==> src/logic/pssp_defines.vh <==
// Constants for the submessage parser: header layout, kind codes, ranges.
// Assumes inclusion by bare name from design files.
`ifndef PSSP_DEFINES_VH
`define PSSP_DEFINES_VH
`define PSSP_MSG_HDR_LEN     16'h0014
`define PSSP_MSG_VID_OFS     16'h0006
`define PSSP_MSG_MAJOR_OFS   16'h0004
`define PSSP_MAJOR_VER       8'h02
`define PSSP_SUB_HDR_LEN     16'h0004
`define PSSP_FLAG_E_BIT      0
`define PSSP_FLAG_F_BIT      1
`define PSSP_KIND_VEND_MIN   8'h80
`define PSSP_KIND_SEC_MIN    8'h30
`define PSSP_KIND_SEC_MAX    8'h3F
`define PSSP_KIND_PAD        8'h01
`define PSSP_KIND_ACKNACK    8'h06
`define PSSP_KIND_HEARTBEAT  8'h07
`define PSSP_KIND_GAP        8'h08
`define PSSP_KIND_INFO_TS    8'h09
`define PSSP_KIND_INFO_SRC   8'h0C
`define PSSP_KIND_REPLY_IP4  8'h0D
`define PSSP_KIND_INFO_DST   8'h0E
`define PSSP_KIND_INFO_REPLY 8'h0F
`define PSSP_KIND_NACK_FRAG  8'h12
`define PSSP_KIND_HB_FRAG    8'h13
`define PSSP_KIND_DATA       8'h15
`define PSSP_KIND_DATA_FRAG  8'h16
`define PSSP_CLS_DEFINED     2'h0
`define PSSP_CLS_RESERVED    2'h1
`define PSSP_CLS_VENDOR      2'h2
`define PSSP_CLS_UNKNOWN     2'h3
`define PSSP_ACK_RDR_OFS     16'h0000
`define PSSP_ACK_WRT_OFS     16'h0004
`define PSSP_ACK_SNB_OFS     16'h0008
`define PSSP_ACK_NUMB_OFS    16'h0010
`define PSSP_ACK_BMAP_OFS    16'h0014
`define PSSP_LOC4_LEN        16'h0008
`endif

==> src/logic/pssp_parser.v <==
// Submessage walker: buffers an incoming message octet stream, checks the
// message header, then decodes each submessage header and the acknack body.
// Assumes one octet per accepted beat, a last marker on the final octet,
// and the transport payload length given with the first octet.
`include "pssp_defines.vh"
`default_nettype none
module pssp_parser #(
    parameter FIFO_DEPTH = 32,
    parameter FIFO_AW    = 5
) (
    // Clock and reset.
    input  wire        core_clk,
    input  wire        reset_n,
    // Incoming message octets.
    input  wire [7:0]  rx_data,
    input  wire        rx_last,
    input  wire        rx_valid,
    output wire        rx_ready,
    input  wire [15:0] rx_msg_len,
    // Decoded submessage header, one pulse per header.
    output reg         sub_valid_r,
    output reg  [7:0]  sub_kind_r,
    output reg  [1:0]  sub_class_r,
    output reg         sub_known_r,
    output reg         sub_little_r,
    output reg  [7:0]  sub_flags_r,
    output reg  [15:0] sub_len_r,
    output reg         sub_last_r,
    output reg  [15:0] msg_vendor_r,
    // Decoded acknack, one pulse per acknack.
    output reg         ack_valid_r,
    output reg  [31:0] ack_reader_r,
    output reg  [31:0] ack_writer_r,
    output reg  [63:0] ack_base_r,
    output reg  [31:0] ack_numbits_r,
    output reg  [31:0] ack_count_r,
    output reg         ack_hb_req_r,
    // Decoded compact IPv4 locator, one pulse.
    output reg         loc_valid_r,
    output reg  [31:0] loc_addr_r,
    output reg  [31:0] loc_port_r,
    // Message status pulses.
    output reg         msg_done_r,
    output reg         msg_error_r
);
    localparam ST_IDLE = 3'h0;
    localparam ST_MHDR = 3'h1;
    localparam ST_SHDR = 3'h2;
    localparam ST_BODY = 3'h3;
    localparam ST_DROP = 3'h4;

    // Classify a kind code into defined, reserved or vendor.
    function [1:0] kind_class;
        input [7:0] k;
        begin
            if (k >= `PSSP_KIND_VEND_MIN)
                kind_class = `PSSP_CLS_VENDOR;
            else if (k >= `PSSP_KIND_SEC_MIN && k <= `PSSP_KIND_SEC_MAX)
                kind_class = `PSSP_CLS_RESERVED;
            else
                kind_class = `PSSP_CLS_DEFINED;
        end
    endfunction

    // True for the kind codes this parser recognises.
    function kind_known;
        input [7:0] k;
        begin
            case (k)
                `PSSP_KIND_PAD, `PSSP_KIND_ACKNACK, `PSSP_KIND_HEARTBEAT,
                `PSSP_KIND_GAP, `PSSP_KIND_INFO_TS, `PSSP_KIND_INFO_SRC,
                `PSSP_KIND_REPLY_IP4, `PSSP_KIND_INFO_DST,
                `PSSP_KIND_INFO_REPLY, `PSSP_KIND_NACK_FRAG,
                `PSSP_KIND_HB_FRAG, `PSSP_KIND_DATA, `PSSP_KIND_DATA_FRAG:
                    kind_known = 1'b1;
                default:
                    kind_known = 1'b0;
            endcase
        end
    endfunction

    // Merge one octet into a 32-bit field at lane i, in either byte order.
    function [31:0] put8;
        input [31:0] w;
        input [7:0]  b;
        input [1:0]  i;
        input        le;
        reg   [1:0]  lane;
        begin
            lane = le ? i : (2'h3 - i);
            put8 = w;
            put8[lane*8 +: 8] = b;
        end
    endfunction

    wire [7:0] f_data;
    wire       f_last;
    wire       f_valid;
    wire       f_ready;
    reg        len_take_r;

    pssp_fifo #(.WIDTH(9), .DEPTH(FIFO_DEPTH), .AW(FIFO_AW)) u_fifo (
        .core_clk  (core_clk),
        .reset_n   (reset_n),
        .in_data   ({rx_last, rx_data}),
        .in_valid  (rx_valid),
        .in_ready  (rx_ready),
        .out_data  ({f_last, f_data}),
        .out_valid (f_valid),
        .out_ready (f_ready)
    );

    reg [2:0]  st_r;
    reg [15:0] pos_r;
    reg [15:0] rem_r;
    reg [15:0] msg_len_r;
    reg [15:0] body_r;
    reg [7:0]  kind_r;
    reg [7:0]  flags_r;
    reg [7:0]  len_lo_r;
    reg        ver_ok_r;
    reg [15:0] pend_len_r;

    // Octets only drain once the message length has been captured.
    assign f_ready = (st_r != ST_IDLE) || len_take_r;

    wire        beat   = f_valid && f_ready;
    wire [1:0]  lane   = pos_r[1:0];
    wire        le     = flags_r[`PSSP_FLAG_E_BIT];
    wire [15:0] raw_len = le ? {f_data, len_lo_r} : {len_lo_r, f_data};
    wire [15:0] room   = rem_r - 16'h0001;
    wire        is_pad = (kind_r == `PSSP_KIND_PAD) ||
                         (kind_r == `PSSP_KIND_INFO_TS);

    always @(posedge core_clk or negedge reset_n) begin
        if (!reset_n) begin
            st_r          <= ST_IDLE;
            pos_r         <= 16'h0000;
            rem_r         <= 16'h0000;
            msg_len_r     <= 16'h0000;
            body_r        <= 16'h0000;
            kind_r        <= 8'h00;
            flags_r       <= 8'h00;
            len_lo_r      <= 8'h00;
            ver_ok_r      <= 1'b0;
            pend_len_r    <= 16'h0000;
            len_take_r    <= 1'b0;
            sub_valid_r   <= 1'b0;
            sub_kind_r    <= 8'h00;
            sub_class_r   <= 2'h0;
            sub_known_r   <= 1'b0;
            sub_little_r  <= 1'b0;
            sub_flags_r   <= 8'h00;
            sub_len_r     <= 16'h0000;
            sub_last_r    <= 1'b0;
            msg_vendor_r  <= 16'h0000;
            ack_valid_r   <= 1'b0;
            ack_reader_r  <= 32'h0;
            ack_writer_r  <= 32'h0;
            ack_base_r    <= 64'h0;
            ack_numbits_r <= 32'h0;
            ack_count_r   <= 32'h0;
            ack_hb_req_r  <= 1'b0;
            loc_valid_r   <= 1'b0;
            loc_addr_r    <= 32'h0;
            loc_port_r    <= 32'h0;
            msg_done_r    <= 1'b0;
            msg_error_r   <= 1'b0;
        end else begin
            sub_valid_r <= 1'b0;
            ack_valid_r <= 1'b0;
            loc_valid_r <= 1'b0;
            msg_done_r  <= 1'b0;
            msg_error_r <= 1'b0;
            len_take_r  <= 1'b0;
            case (st_r)
            ST_IDLE: begin
                if (f_valid && !len_take_r) begin
                    msg_len_r  <= rx_msg_len;
                    rem_r      <= rx_msg_len;
                    pos_r      <= 16'h0000;
                    ver_ok_r   <= 1'b1;
                    len_take_r <= 1'b1;
                    st_r       <= ST_MHDR;
                end
            end
            ST_MHDR: if (beat) begin
                rem_r <= room;
                pos_r <= pos_r + 16'h0001;
                // Vendor id is two octets, always most significant first.
                if (pos_r == `PSSP_MSG_MAJOR_OFS &&
                    f_data != `PSSP_MAJOR_VER)
                    ver_ok_r <= 1'b0;
                if (pos_r == `PSSP_MSG_VID_OFS)
                    msg_vendor_r[15:8] <= f_data;
                if (pos_r == `PSSP_MSG_VID_OFS + 16'h0001)
                    msg_vendor_r[7:0] <= f_data;
                if (f_last || pos_r == `PSSP_MSG_HDR_LEN - 16'h0001) begin
                    pos_r <= 16'h0000;
                    if (!ver_ok_r || f_last ||
                        msg_len_r < `PSSP_MSG_HDR_LEN) begin
                        msg_error_r <= 1'b1;
                        st_r <= f_last ? ST_IDLE : ST_DROP;
                    end else if (room == 16'h0000) begin
                        msg_done_r <= 1'b1;
                        st_r <= ST_IDLE;
                    end else
                        st_r <= ST_SHDR;
                end
            end
            ST_SHDR: if (beat) begin
                rem_r <= room;
                pos_r <= pos_r + 16'h0001;
                case (lane)
                2'h0: kind_r   <= f_data;
                2'h1: flags_r  <= f_data;
                2'h2: len_lo_r <= f_data;
                default: begin
                    sub_valid_r  <= 1'b1;
                    sub_kind_r   <= kind_r;
                    sub_class_r  <= kind_known(kind_r) ? kind_class(kind_r)
                                  : (kind_class(kind_r) ==
                                     `PSSP_CLS_DEFINED ?
                                     `PSSP_CLS_UNKNOWN : kind_class(kind_r));
                    sub_known_r  <= kind_known(kind_r);
                    sub_little_r <= le;
                    sub_flags_r  <= flags_r;
                    sub_len_r    <= raw_len;
                    pos_r        <= 16'h0000;
                    ack_hb_req_r <= 1'b0;
                    if (raw_len == 16'h0000 && !is_pad) begin
                        body_r     <= room;
                        sub_last_r <= 1'b1;
                    end else begin
                        body_r     <= raw_len;
                        sub_last_r <= (raw_len == room);
                    end
                    if (raw_len > room) begin
                        msg_error_r <= 1'b1;
                        st_r <= f_last ? ST_IDLE : ST_DROP;
                    end else if (room == 16'h0000 || f_last) begin
                        msg_done_r <= 1'b1;
                        st_r <= f_last ? ST_IDLE : ST_DROP;
                    end else if (raw_len == 16'h0000 && is_pad)
                        st_r <= ST_SHDR;
                    else
                        st_r <= ST_BODY;
                end
                endcase
                if (f_last && lane != 2'h3) begin
                    msg_error_r <= 1'b1;
                    st_r <= ST_IDLE;
                end
            end
            ST_BODY: if (beat) begin
                rem_r  <= room;
                body_r <= body_r - 16'h0001;
                pos_r  <= pos_r + 16'h0001;
                // Flag bits other than E and F are never looked at.
                if (kind_r == `PSSP_KIND_ACKNACK) begin
                    if (pos_r < `PSSP_ACK_WRT_OFS)
                        ack_reader_r <= put8(ack_reader_r, f_data, lane, 1'b0);
                    else if (pos_r < `PSSP_ACK_SNB_OFS)
                        ack_writer_r <= put8(ack_writer_r, f_data, lane, 1'b0);
                    else if (pos_r < `PSSP_ACK_SNB_OFS + 16'h0004)
                        ack_base_r[63:32] <= put8(ack_base_r[63:32], f_data,
                                                  lane, le);
                    else if (pos_r < `PSSP_ACK_NUMB_OFS)
                        ack_base_r[31:0] <= put8(ack_base_r[31:0], f_data,
                                                 lane, le);
                    else if (pos_r < `PSSP_ACK_BMAP_OFS)
                        ack_numbits_r <= put8(ack_numbits_r, f_data, lane, le);
                    ack_count_r <= put8(ack_count_r, f_data, lane, le);
                end
                if (kind_r == `PSSP_KIND_REPLY_IP4 &&
                    pos_r < `PSSP_LOC4_LEN) begin
                    if (pos_r < 16'h0004)
                        loc_addr_r <= put8(loc_addr_r, f_data, lane, le);
                    else
                        loc_port_r <= put8(loc_port_r, f_data, lane, le);
                    if (pos_r == `PSSP_LOC4_LEN - 16'h0001)
                        loc_valid_r <= 1'b1;
                end
                if (body_r == 16'h0001 || f_last) begin
                    pos_r <= 16'h0000;
                    if (kind_r == `PSSP_KIND_ACKNACK) begin
                        ack_valid_r  <= 1'b1;
                        ack_hb_req_r <= !flags_r[`PSSP_FLAG_F_BIT];
                    end
                    if (f_last || room == 16'h0000) begin
                        msg_done_r <= 1'b1;
                        st_r <= f_last ? ST_IDLE : ST_DROP;
                    end else
                        st_r <= ST_SHDR;
                end
            end
            ST_DROP: if (beat && f_last)
                st_r <= ST_IDLE;
            default: st_r <= ST_IDLE;
            endcase
        end
    end
endmodule
`default_nettype wire

==> src/logic/pssp_fifo.v <==
// Synchronous FIFO with valid/ready on both sides.
// Assumes one clock and an active-low asynchronous reset.
`default_nettype none
module pssp_fifo #(
    parameter WIDTH = 9,
    parameter DEPTH = 32,
    parameter AW    = 5
) (
    // Clock and reset.
    input  wire             core_clk,
    input  wire             reset_n,
    // Fill side.
    input  wire [WIDTH-1:0] in_data,
    input  wire             in_valid,
    output wire             in_ready,
    // Drain side.
    output wire [WIDTH-1:0] out_data,
    output wire             out_valid,
    input  wire             out_ready
);
    reg [WIDTH-1:0] mem [0:DEPTH-1];
    reg [AW:0]      wr_r;
    reg [AW:0]      rd_r;
    wire            full  = (wr_r[AW] != rd_r[AW]) &&
                            (wr_r[AW-1:0] == rd_r[AW-1:0]);
    wire            empty = (wr_r == rd_r);
    assign in_ready  = !full;
    assign out_valid = !empty;
    assign out_data  = mem[rd_r[AW-1:0]];
    always @(posedge core_clk) begin
        if (in_valid && !full)
            mem[wr_r[AW-1:0]] <= in_data;
    end
    always @(posedge core_clk or negedge reset_n) begin
        if (!reset_n) begin
            wr_r <= {(AW+1){1'b0}};
            rd_r <= {(AW+1){1'b0}};
        end else begin
            if (in_valid && !full)
                wr_r <= wr_r + 1'b1;
            if (out_ready && !empty)
                rd_r <= rd_r + 1'b1;
        end
    end
endmodule
`default_nettype wire

==> config.mk <==
export PLATFORM = sky130hd
export DESIGN_NAME = pssp_parser
export DESIGN_NICKNAME = d
export VERILOG_FILES = /design/src/logic/pssp_parser.v /design/src/logic/pssp_fifo.v
export VERILOG_INCLUDE_DIRS = /design/src /design/src/logic
export SDC_FILE = /design/constraint.sdc
export NUM_CORES = 1
export LEC_CHECK = 0
export BUFFER_PORTS_ARGS = -buffer_cell sky130_fd_sc_hd__buf_2
export CAP_MARGIN = 20
export CORE_ASPECT_RATIO = 2
export CORE_MARGIN = 4
export CORE_UTILIZATION = 30
export CTS_BUF_LIST = sky130_fd_sc_hd__clkbuf_8
export CTS_CLUSTER_DIAMETER = 80
export DETAILED_ROUTE_END_ITERATION = 16
export PLACE_DENSITY = 0.52
export SLEW_MARGIN = 20
export SYNTH_ARGS = -nofsm -noshare
export SYNTH_HDL_FRONTEND = slang
export SYNTH_SLANG_ARGS = --single-unit
==> constraint.sdc <==
create_clock -name core_clk -period 5.84 [get_ports core_clk]
set_input_delay 1.168 -clock core_clk [delete_from_list [all_inputs] [get_ports core_clk]]
set_output_delay 1.168 -clock core_clk [all_outputs]
set_load 0.01 [all_outputs]
# == Word level (Yosys, flattened, before mapping) ==
# Memory sizes are Yosys's and may differ from the RTL's.
# Cells that the tools add are included.
# op_classes
n_addsub,8
magnitude_cmp,10
eq_ne,33
shift,4
n_mux,100
bitwise_logic,5
n_reduce_logical,58
# ops
op,count
$bwmux W32,8
$mux W16,14
$neg A5 Y34,2
$shift A8 B34 Y32 const A,2
$shiftx A8 B34 Y32,2
$pmux W16 S2,2
$pmux W16 S4,1
$eq A16 B3 Y1 const B,3
$lt A16 B5 Y1 const B,3
$mux W1,48
$mux W3,14
$logic_not A16 Y1,2
$lt A16 B4 Y1 const B,2
$sub A16 B1 Y16 const B,2
$reduce_and A3 Y1,8
$ne A2 B2 Y1 const B,11
$reduce_and A4 Y1,5
$add A16 B1 Y16 const B,1
$eq A16 B1 Y1 const B,1
$eq A16 B16 Y1,1
$eq A16 B5 Y1 const B,1
$eq A8 B4 Y1 const B,2
$gt A16 B16 Y1,1
$lt A16 B3 Y1 const B,1
other kinds (37),81
# word_totals
ff_bits,420
ram_bits,288
rom_bits,64
in_bits,28
out_inout_bits,316
n_memories,3
# memory_table
memory,depth,width,read_ports,rd_clocked_by_memory_dff,wr,line,text
u_fifo.mem,32,9,1,0,1,pssp_fifo.v:21,reg [WIDTH-1:0] mem [0:DEPTH-1];
(no name shown),32,1,1,0,0,pssp_parser.v:69,case (k)
(no name shown),32,1,1,0,0,pssp_parser.v:69,

# == Depth between registers and ports, before layout ==
# Gate-level depths: netlist of the first run.
# An unclocked memory read counts as a cell.
# logic_depth
depth_word,11
depth_mapped,19
depth_no_buf,15

# == Cells and area by module ==
# A second synthesis of the first run with hierarchy kept.
# unflattened
cells_unflattened,2262
hier_area_um2,29465.8
# modules_own_cells
mod,n_inst,cells_each,area_per_inst_um2,seq_area_each_um2
pssp_parser,1,1751,17728.3,10134.7
pssp_fifo,1,511,11737.5,8948.6

# == Worst setup path before layout of the first run ==
# No wires, ideal clock.
# synth_path
path_type,register -> register
from,register u_fifo.rd_r[0]
to,register st_r[0]
setup_time_ns,0.083
arrival_time_ns,4.216
required_time_ns,5.757
slack_ns,1.541
path_stages_with_launch,17
period_less_slack_ns,4.299
cell_sequence,dfrtp_1 > buf_6 > mux4_2 > a22o_1 > or4_1 > o21ai_1 > nor2_1 > a21oi_1 > inv_1 > ha_1 > a211o_1 > a21oi_1 > a31oi_1 > o2111ai_1 > and3_1 > or3b_2 > o21ai_0
# synth_between
elab_chain_len,11
word_cells_on_any_way,38
cone_classes,1 x order compare; 9 x eq/ne; 14 x mux; 13 x reduce/logical; 1 x memory
# synth_rtl
element,line,text
start: declaration,pssp_fifo.v:23,reg [AW:0] rd_r;
start signal: assignment,pssp_fifo.v:37,rd_r <= {(AW+1){1'b0}};
start signal: assignment,pssp_fifo.v:42,rd_r <= rd_r + 1'b1;
$mem_v2 Z32 W9 (*),n/a,
$mux W16 (*),pssp_parser.v:130,"wire [15:0] raw_len = le ? {f_data, len_lo_r} : {len_lo_r, f_data};"
via raw_len[5],pssp_parser.v:130,
branches (longest 4 deep; another with $gt A16 B16 Y1),n/a,
$mux W3 (*),pssp_parser.v:238,if (raw_len > room) begin
$mux W3 (*),pssp_parser.v:214,case (lane)
$mux W3 (*),pssp_parser.v:250,if (f_last && lane != 2'h3) begin
$mux W3 (*),pssp_parser.v:211,ST_SHDR: if (beat) begin
$pmux W3 S5 (*),pssp_parser.v:176,case (st_r)
end signal: assignment,pssp_parser.v:203,st_r <= f_last ? ST_IDLE : ST_DROP;
end signal: assignment,pssp_parser.v:240,st_r <= f_last ? ST_IDLE : ST_DROP;
end signal: assignment,pssp_parser.v:243,st_r <= f_last ? ST_IDLE : ST_DROP;
end: declaration,pssp_parser.v:113,reg [2:0] st_r;
# Mark *: on every way through the listed nets, which the timed path passes. The select of a mux whose other input is x is not followed.
# A chain may end at the register's enable or synchronous reset.

# == Worst setup path after layout of the first run ==
# layout_path
from,register u_fifo.rd_r[0]
to,register st_r[0]
# layout_between
elab_chain_len,11
word_cells_on_any_way,38
cone_classes,1 x order compare; 9 x eq/ne; 14 x mux; 13 x reduce/logical; 1 x memory
# layout_rtl
element
branches (longest 11 deep; another with $gt A16 B16 Y1)
# Several ways; the timed one is not identified. The select of a mux whose other input is x is not followed.

==> results of run 1 <==
==> cell usage in the layout (no fill, tap or decap), drive strengths merged, types with 12 or more instances in the layout <==
cell type / instances
nor2: 152
nand2b: 16
dfrtp: 417
a21oi: 41
a22oi: 12
mux4: 32
buf: 405
nand3: 42
and2: 12
o22ai: 19
o21ai: 172
nand4: 15
nor3b: 16
ha: 34
nor3: 47
and3: 15
a22o: 12
inv: 59
clkinv: 28
edfxtp: 288
o31ai: 15
xor2: 12
mux2i: 50
mux2: 229
clkbuf: 130
xnor2: 17
nand2: 378
==> stage by stage <==
| step | setup slack [ps] | cell area, sq um | total power, mW | std cells |
|---|---|---|---|---|
| final | 686 | 35600 | 16.7 | 4161 |
| after global routing | 455 | 35600 | 17.5 | 4160 |
| after CTS | 724 | 35600 | 16.8 | 4156 |
| after detailed placement | 744 | 33400 | 12.5 | 3963 |
| after global placement | 651 | 33300 | 12.4 | 3961 |
| after floorplan | 1540 | 29900 | 9.66 | 2345 |
==> area by class of cell <==
type                            instances  area share
Sequential cell                       705       0.536
Multi-Input combinational cell       1503       0.289
Timing Repair Buffer                  405      0.0626
Clock buffer                          130      0.0502
Tap cell                             1320      0.0463
Clock inverter                         63      0.0130
Inverter                               31     0.00326
Antenna cell                            4    0.000281
==> path summary, 6_finish.rpt <==
kind,start,to,cells past startpoint
worst max-delay path,u_fifo.rd_r[0]$_DFFE_PN0P_,st_r[0]$_DFFE_PN0P_,15
worst min-delay path,reset_n,ack_reader_r[6]$_DFFE_PN0P_,1
worst max register to register,u_fifo.rd_r[0]$_DFFE_PN0P_,st_r[0]$_DFFE_PN0P_,15
worst min register to register,flags_r[5]$_DFFE_PN0P_,sub_flags_r[5]$_DFFE_PN0P_,2
max in group asynchronous,reset_n,loc_port_r[9]$_DFFE_PN0P_,2
min in group core_clk,flags_r[5]$_DFFE_PN0P_,sub_flags_r[5]$_DFFE_PN0P_,2
==> flip-flops by register name (all words and copies together), names as in the netlist, 14 cells and up <==
register       count
ack_count_r       32
loc_addr_r        32
ack_reader_r      32
msg_len_r         14
ack_writer_r      32
pos_r             16
sub_len_r         16
rem_r             16
ack_numbits_r     32
ack_base_r        64
msg_vendor_r      16
u_fifo.mem       288
body_r            16
loc_port_r        32
==> logic make-up (layout without fill, tap and decap cells) <==
family          Yosys count  in the layout
simple gates            761            761
flops                   705            705
compound gates          368            368
mux                     311            311
buf+inv                 137            629
fa+ha+maj                34             34
xor+xnor                 29             29
other cells               0              4
==> per-layer routing <==
metal / share of wire / up-vias / global-route usage / wire (microns)
met4: 0.062 / 8 / 0.108 / 6290
met1: 0.36 / 10700 / 0.196 / 35800
met3: 0.051 / 265 / 0.0354 / 5170
li1: - / 9385 / - / -
met5: 0.00044 / - / 0 / 44
met2: 0.53 / 787 / 0.347 / 53600
==> critical path, stage by stage, from the launching register on <==
cell       delay [ps]
dfrtp_4           890
buf_4             450
mux2_2            390
a222oi_1          450
nand4_1           350
and2_1            280
mux2i_1           390
ha_1              230
nor2b_1            50
o21a_1            160
o2111ai_1         180
a31oi_1           130
o2111ai_1         200
and3_1            280
or3b_2            450
o21ai_0           150
==> power breakdown <==
| group | internal (mW) | switching, mW |
|---|---|---|
| Sequential | 5.63 | 0.605 |
| Clock | 2.22 | 2.06 |
| Combinational | 2.01 | 4.16 |
| Total | 9.86 | 6.83 |
==> qor.yml, run 1 <==
status: "finished, final reports clean"
synth_nets: 2407
synth_ff_type: "dfrtp_1"
fp.dieW_microns: 231
drc: 0
hpwl_microns: 74800
ios: 344
synthArstFlopShare: 0.591
drt-initial-drc-count: 1338
start_util: 0.303
synthAdderAreaFrac: 0.0142
hp-class: "input pin to async pin"
max-vdd-ir-drop_uv: 348
drt_pass1_iterations: 7
clk_latency_ps: 830
rows: 163
clock_skew_ps: 62.8
ys_ff_latch: 705
drive_gt1_frac: 0.303
numCtsBuffers: 104
cts-htree-levels: 3
final-setup-viol-count: 0
dieArea_sq_um: 105000
hold_viol: 0
yosys-top-cells-count: "dfrtp_1 (417), nand2_1 (378), edfxtp_1 (288)"
cts_buffer_depth: 3
fmax_ghz: 0.194
synth_top_family_by_area: "multiplexers"
clk_pin_slew_ps: 70
cts_tree: "yes"
grt_overflow_total: 0
period_needed_ps: 5150
rrSetupSlack_ps: 690
avgSynthCellArea_sq_um: 12.8
drt-wirelength-per-cell_microns: 24.2
clkSinkCount: 705
final_max_slew_viol_count: 0
multi_input_area_sq_um: 10300
crit_fanout: 42
grt_pass1_wl_microns: 146000
power_density_nw_per_um2: 468
worst-endpoint-required_ps: 6550
p_leak_nw: 15.8
rsz0062_at_grt: "false"
synthCells: 2345
slew_headroom: 0.236
end_kind: "flip-flop"
yosysMostFrequentCell: "dfrtp_1"
first_global_vias: 21800
drv_cap: 0
final-seq-area_sq_um: 19100
place.port_buffers: 343
antenna_found_initial: 9
core_sq_um: 98900
die_y_microns: 455
final_core_utilization: 0.360
ys_types: 75
synth-seq-area-share: 0.638
num_vias: 21100
grtUsageTotal: 0.187
hold_slack_ps: 378
synth_area_sq_um: 29900
cts_root_buffer: "clkbuf_8"
start_kind: "flip-flop"
gp_congestion: 0.942
fin_crit_sh: 0.883
drt.antenna.violating_nets: 0
nets: 2812
grt_max_degree: 129
synthMuxAreaShare: 0.127
area_delta_synth_final_pct: 19.1
tightest_slew_ps: 1140
synth-compound-area-share: 0.0782
postCtsSetupRepairBufs: 0
worstPathArrival_ps: 5860
synthTopCellsByArea: "dfrtp_1 (35%), edfxtp_1 (29%), mux2_2 (8.6%)"
setup_tns_ps: 0
synth_top_area_frac: 0.349
yosys_warnings: 0
hold_buffers: 0
synth_edf_count: 288
num-fill-cells: 9680
via_per_inst: 5.07
criticalPathCategory: "flip-flop to flip-flop"
wl_microns: 101000
yosysTopAreaCell: "dfrtp_1"
yosys.area_share.simple: 0.115
ctsResizeCount: 0
synth_xor_area_frac: 0.00849
Note: power is estimated with default switching activity, not from simulation.
==> run 2, diff against run 1 <==
==> constraint.sdc (replaced) <==
create_clock -name core_clk -period 4.8 [get_ports core_clk]
set_input_delay 0.96 -clock core_clk [delete_from_list [all_inputs] [get_ports core_clk]]
set_output_delay 0.96 -clock core_clk [all_outputs]
set_load 0.01 [all_outputs]
==> qor.yml, run 2 (same netlist as run 1, synthesis figures left out) <==
drt-wirelength-per-cell_microns: 24.3
rsz0062_at_grt: "false"
fmax_ghz: 0.214
setup_tns_ps: 0
clkSinkCount: 705
period_needed_ps: 4670
mostFrequentLayoutCells: "dfrtp_1 (414), nand2_1 (377), buf_2 (343)"
grt_pass1_wl_microns: 150000
grtUsageTotal: 0.193
max_stage_delay_ps: 760
tightest_slew_ps: 1070
drv_cap: 0
rows: 163
largest_reg_flops: 288
cts_root_buffer: "clkbuf_8"
start_kind: "flip-flop"
area_delta_synth_final_pct: 21.1
drc: 0
dieArea_sq_um: 105000
cp_cell_sequence: "buf_4 -> buf_4 -> nand3b_1 -> o22ai_1 -> a221oi_1 -> a22o_1 -> o21a_1 -> inv_1 -> ha_1 -> o21a_1 -> o2111ai_1 -> a31oi_1 -> o2111ai_1 -> and3_1 -> or3b_2 -> o21ai_0"
criticalPathCategory: "flip-flop to flip-flop"
final_max_slew_viol_count: 0
num_vias: 21200
place.port_buffers: 343
antenna_found_initial: 10
grt_overflow_total: 0
core_sq_um: 98900
cts-htree-levels: 3
cts_buffer_depth: 3
drt_pass1_iterations: 7
wl_microns: 103000
max-vdd-ir-drop_uv: 317
rrSetupSlack_ps: 130
start_util: 0.303
drive_gt1_frac: 0.317
power_density_nw_per_um2: 574
drt.antenna.violating_nets: 0
drt-initial-drc-count: 1252
hpwl_microns: 76700
final-setup-viol-count: 0
numCtsBuffers: 104
dp_cells: 4031
via_per_inst: 5.01
end_kind: "flip-flop"
reg2reg_to: "st_r[0]$_DFFE_PN0P_"
hp-class: "input pin to async pin"
ctsResizeCount: 0
cp_top_family: "compound AO/OA/AOI/OAI gates"
worst-endpoint-required_ps: 5510
fp.dieW_microns: 231
instances_no_fill: 4239
r2r.worst_path.cells: 16
crit_fanout: 10
status: "finished, final reports clean"
die_y_microns: 455
gp_congestion: 0.925
slew_headroom: 0.286
grt_max_degree: 101
fin_crit_sh: 0.974
clk_latency_ps: 830
r2r-start: "u_fifo.rd_r[0]$_DFFE_PN0P_"
ios: 344
clock_skew_ps: 69.0
cts_tree: "yes"
slowest_stage: "a221oi_1"
p_leak_nw: 16.2
mostFrequentLayoutCell: "dfrtp_1"
first_global_vias: 22300
worstPathArrival_ps: 5390
hold_viol: 0
critPathBufInv: 3
clk_pin_slew_ps: 70
nets: 2888
## run 2: final cells by class
type | count | area [sq um]
fill | 9603 | 62700
sequential | 705 | 19100
multi-input combinational | 1503 | 10300
timing repair buffer | 481 | 2870
tap | 1320 | 1650
clock buffer | 118 | 1620
clock inverter | 76 | 617
inverter | 31 | 116
antenna | 5 | 12.5
## run 2: stage by stage
stage          instance area (sq um)  utilization  hold WS (ps)  worst slack (ps)  total power [mW]
5_1_grt                        36200        0.366           223              39.1              21.9
4_1_cts                        36200        0.366           163               130              21.0
3_3_place_gp                   33900        0.343           454               130              15.6
2_1_floorplan                  29900            -           433               501              11.8
3_5_place_dp                   33900        0.343           460               167              15.6
6_report                       36200        0.366           218               126              20.8
## run 2: per-layer routing
layer / GRT usage / wire, microns / up-vias
met5: 0 / 42 / -
met4: 0.104 / 5940 / 6
met2: 0.363 / 55700 / 782
met1: 0.200 / 35800 / 10700
li1: - / - / 9526
met3: 0.0349 / 5480 / 225
## run 2: timing repair
action | in CTS | in global routing
hold buffers | 0 | 0
buffers inserted | 0 | 8
endpoints found under the setup margin | 0 | 1
hold endpoints to repair | 0 | 0
## run 2: where the power goes
| group | switching (mW) | total, mW | leakage [nW] | internal, mW |
|---|---|---|---|---|
| clock network | 2.50 | 5.27 | 1.25 | 2.77 |
| registers | 0.589 | 7.44 | 8.27 | 6.85 |
| logic | 5.34 | 8.10 | 6.73 | 2.76 |
| total | 8.43 | 20.8 | 16.2 | 12.4 |
## run 2: worst max path at each step
stage                          startpoint                  end  slack (ps)  cells past startpoint
2_1_floorplan  u_fifo.rd_r[0]$_DFFE_PN0P_  st_r[0]$_DFFE_PN0P_         500                     16
6_report       u_fifo.rd_r[0]$_DFFE_PN0P_  st_r[0]$_DFFE_PN0P_         130                     16
5_1_grt        u_fifo.rd_r[1]$_DFFE_PN0P_  st_r[0]$_DFFE_PN0P_          40                     16
3_3_place_gp   u_fifo.rd_r[1]$_DFFE_PN0P_  st_r[0]$_DFFE_PN0P_         130                     16
3_5_place_dp   u_fifo.rd_r[0]$_DFFE_PN0P_  st_r[0]$_DFFE_PN0P_         170                     16
4_1_cts        u_fifo.rd_r[0]$_DFFE_PN0P_  st_r[0]$_DFFE_PN0P_         130                     16
==> run 3, diff against run 2 <==
--- a/config.mk
+++ b/config.mk
@@ -8,13 +8,14 @@
 export LEC_CHECK = 0
 export BUFFER_PORTS_ARGS = -buffer_cell sky130_fd_sc_hd__buf_2
 export CAP_MARGIN = 20
-export CORE_ASPECT_RATIO = 2
+export CORE_ASPECT_RATIO = 0.5
 export CORE_MARGIN = 4
 export CORE_UTILIZATION = 30
 export CTS_BUF_LIST = sky130_fd_sc_hd__clkbuf_8
 export CTS_CLUSTER_DIAMETER = 80
 export DETAILED_ROUTE_END_ITERATION = 16
 export PLACE_DENSITY = 0.52
+export RECOVER_POWER = 50
 export SLEW_MARGIN = 20
 export SYNTH_ARGS = -nofsm -noshare
 export SYNTH_HDL_FRONTEND = slang
==> constraint.sdc (replaced) <==
create_clock -name core_clk -period 5.4 [get_ports core_clk]
set_input_delay 1.08 -clock core_clk [delete_from_list [all_inputs] [get_ports core_clk]]
set_output_delay 1.08 -clock core_clk [all_outputs]
set_load 0.01 [all_outputs]
==> qor.yml, run 3 (same netlist as run 1, synthesis figures left out) <==
status: "complete, but fails checks"
violations: "capacitance limit, slew limit"
hp-class: "flip-flop to flip-flop"
area_delta_synth_final_pct: 17.9
drt-initial-drc-count: 1754
grt_most_used_layer: "met2"
die_y_microns: 231
dieArea_sq_um: 105000
postCtsSetupRepairBufs: 0
crit_fanout: 31
hpwl_microns: 67500
grtUsageTotal: 0.178
period_needed_ps: 4990
final_max_slew_viol_count: 507
tightest_slew_ps: 2600
cts_root_buffer: "clkbuf_8"
fp.dieW_microns: 455
drt-wirelength-per-cell_microns: 23.0
crit_path_start: "u_fifo.rd_r[2]$_DFFE_PN0P_"
slew_headroom: -0.730
drt.antenna.violating_nets: 0
max-vdd-ir-drop_uv: 355
antenna_found_initial: 9
mostFrequentLayoutCell: "dfrtp_1"
final-setup-viol-count: 0
met2_usage: 0.294
ctsResizeCount: 0
rrSetupSlack_ps: 410
start_kind: "flip-flop"
rows: 81
nets: 2802
wl_microns: 95500
r2r-start: "u_fifo.rd_r[2]$_DFFE_PN0P_"
drc: 0
drv_cap: 11
power_density_nw_per_um2: 504
mostFrequentLayoutCells: "dfrtp_1 (414), nand2_1 (377), edfxtp_1 (288)"
grt_max_degree: 112
met1_usage: 0.236
cts_buffer_depth: 3
worstPathArrival_ps: 5690
place.port_buffers: 343
cts_tree: "yes"
r2r.worst_path.cells: 13
clk_latency_ps: 790
via_per_inst: 4.99
fmax_ghz: 0.200
criticalPathCategory: "flip-flop to flip-flop"
reg2reg_to: "st_r[0]$_DFFE_PN0P_"
gp_congestion: 0.897
total_power_mw: 17.8
hold_viol: 0
largest_reg_flops: 288
start_util: 0.304
cts-htree-levels: 3
hold_buffers: 0
ios: 344
fin_crit_sh: 0.925
met3_usage: 0.0367
numCtsBuffers: 104
grt_overflow_total: 0
setup_tns_ps: 0
end_kind: "flip-flop"
p_leak_nw: 15.1
num_vias: 20800
rsz0062_at_grt: "false"
drive_gt1_frac: 0.235
drt_pass1_iterations: 6
clock_skew_ps: 59.7
worst-endpoint-required_ps: 6100
first_global_vias: 20500
clkSinkCount: 705
clk_pin_slew_ps: 70
endpoint: "st_r[0]$_DFFE_PN0P_"
core_sq_um: 98300
grt_pass1_wl_microns: 140000
## run 3: changes by cell type in the layout (fill, tap and decap cells not counted), sizes merged
| cell | previous run | this run |
|---|---|---|
| buf | 481 | 225 |
| diode | 5 | 4 |
| bufinv | 9 | 6 |
| inv | 60 | 64 |
| clkinv | 35 | 25 |
| clkbuf | 118 | 299 |
## run 3: layer usage
metal / part of all wire / wire (microns)
met3: 0.059 / 5640
met5: 0.00050 / 48
met4: 0.027 / 2550
met1: 0.43 / 41400
met2: 0.48 / 45800
## run 3: worst max-delay path, stage by stage (launching register included)
cell and delay, ps:
dfrtp_2 870, buf_4 330, and3b_1 290, a221oi_1 110
a22oi_1 590, nand2_1 370, o21ai_0 590, ha_1 350
o2111ai_1 100, a31oi_1 120, o2111ai_1 210, and3_1 320
or3b_2 460, o21ai_0 170
## run 3: report_power, final
group | internal [mW] | total (mW) | leakage, nW | switching, mW
combinational | 2.07 | 6.41 | 5.54 | 4.34
clock | 2.46 | 4.66 | 1.27 | 2.20
sequential | 6.09 | 6.73 | 8.27 | 0.637
## run 3: layout make-up
cell class | instances | area (sq um)
fill | 9736 | 63000
sequential | 705 | 19100
multi-input combinational | 1503 | 10300
timing repair buffer | 395 | 1910
clock buffer | 129 | 1780
tap | 1328 | 1660
clock inverter | 67 | 477
inverter | 31 | 116
antenna | 4 | 10.0
## run 3: worst min-delay path by stage
stage               slack, ps  cells after the start                    from                    endpoint
finish                    470                      2  flags_r[4]$_DFFE_PN0P_  sub_flags_r[4]$_DFFE_PN0P_
detailed placement        450                      2  flags_r[4]$_DFFE_PN0P_  sub_flags_r[4]$_DFFE_PN0P_
global route              440                      3           rx_msg_len[2]    msg_len_r[2]$_DFFE_PN0P_
global placement          450                      2  flags_r[6]$_DFFE_PN0P_  sub_flags_r[6]$_DFFE_PN0P_
CTS                       270                      1                 reset_n    msg_len_r[9]$_DFFE_PN0P_
floorplan                 430                      2  flags_r[6]$_DFFE_PN0P_  sub_flags_r[6]$_DFFE_PN0P_
## run 3: metrics by stage
stage | hold WS (ps) | utilization | instance area [sq um] | cells | worst slack [ps]
after floorplan | 433 | - | 29900 | 2345 | 1100
after CTS | 273 | 0.361 | 35500 | 4158 | 476
after global routing | 442 | 0.359 | 35300 | 4160 | 115
final | 468 | 0.359 | 35300 | 4162 | 408
after detailed placement | 454 | 0.338 | 33300 | 3962 | 519
after global placement | 451 | 0.338 | 33300 | 3962 | 483
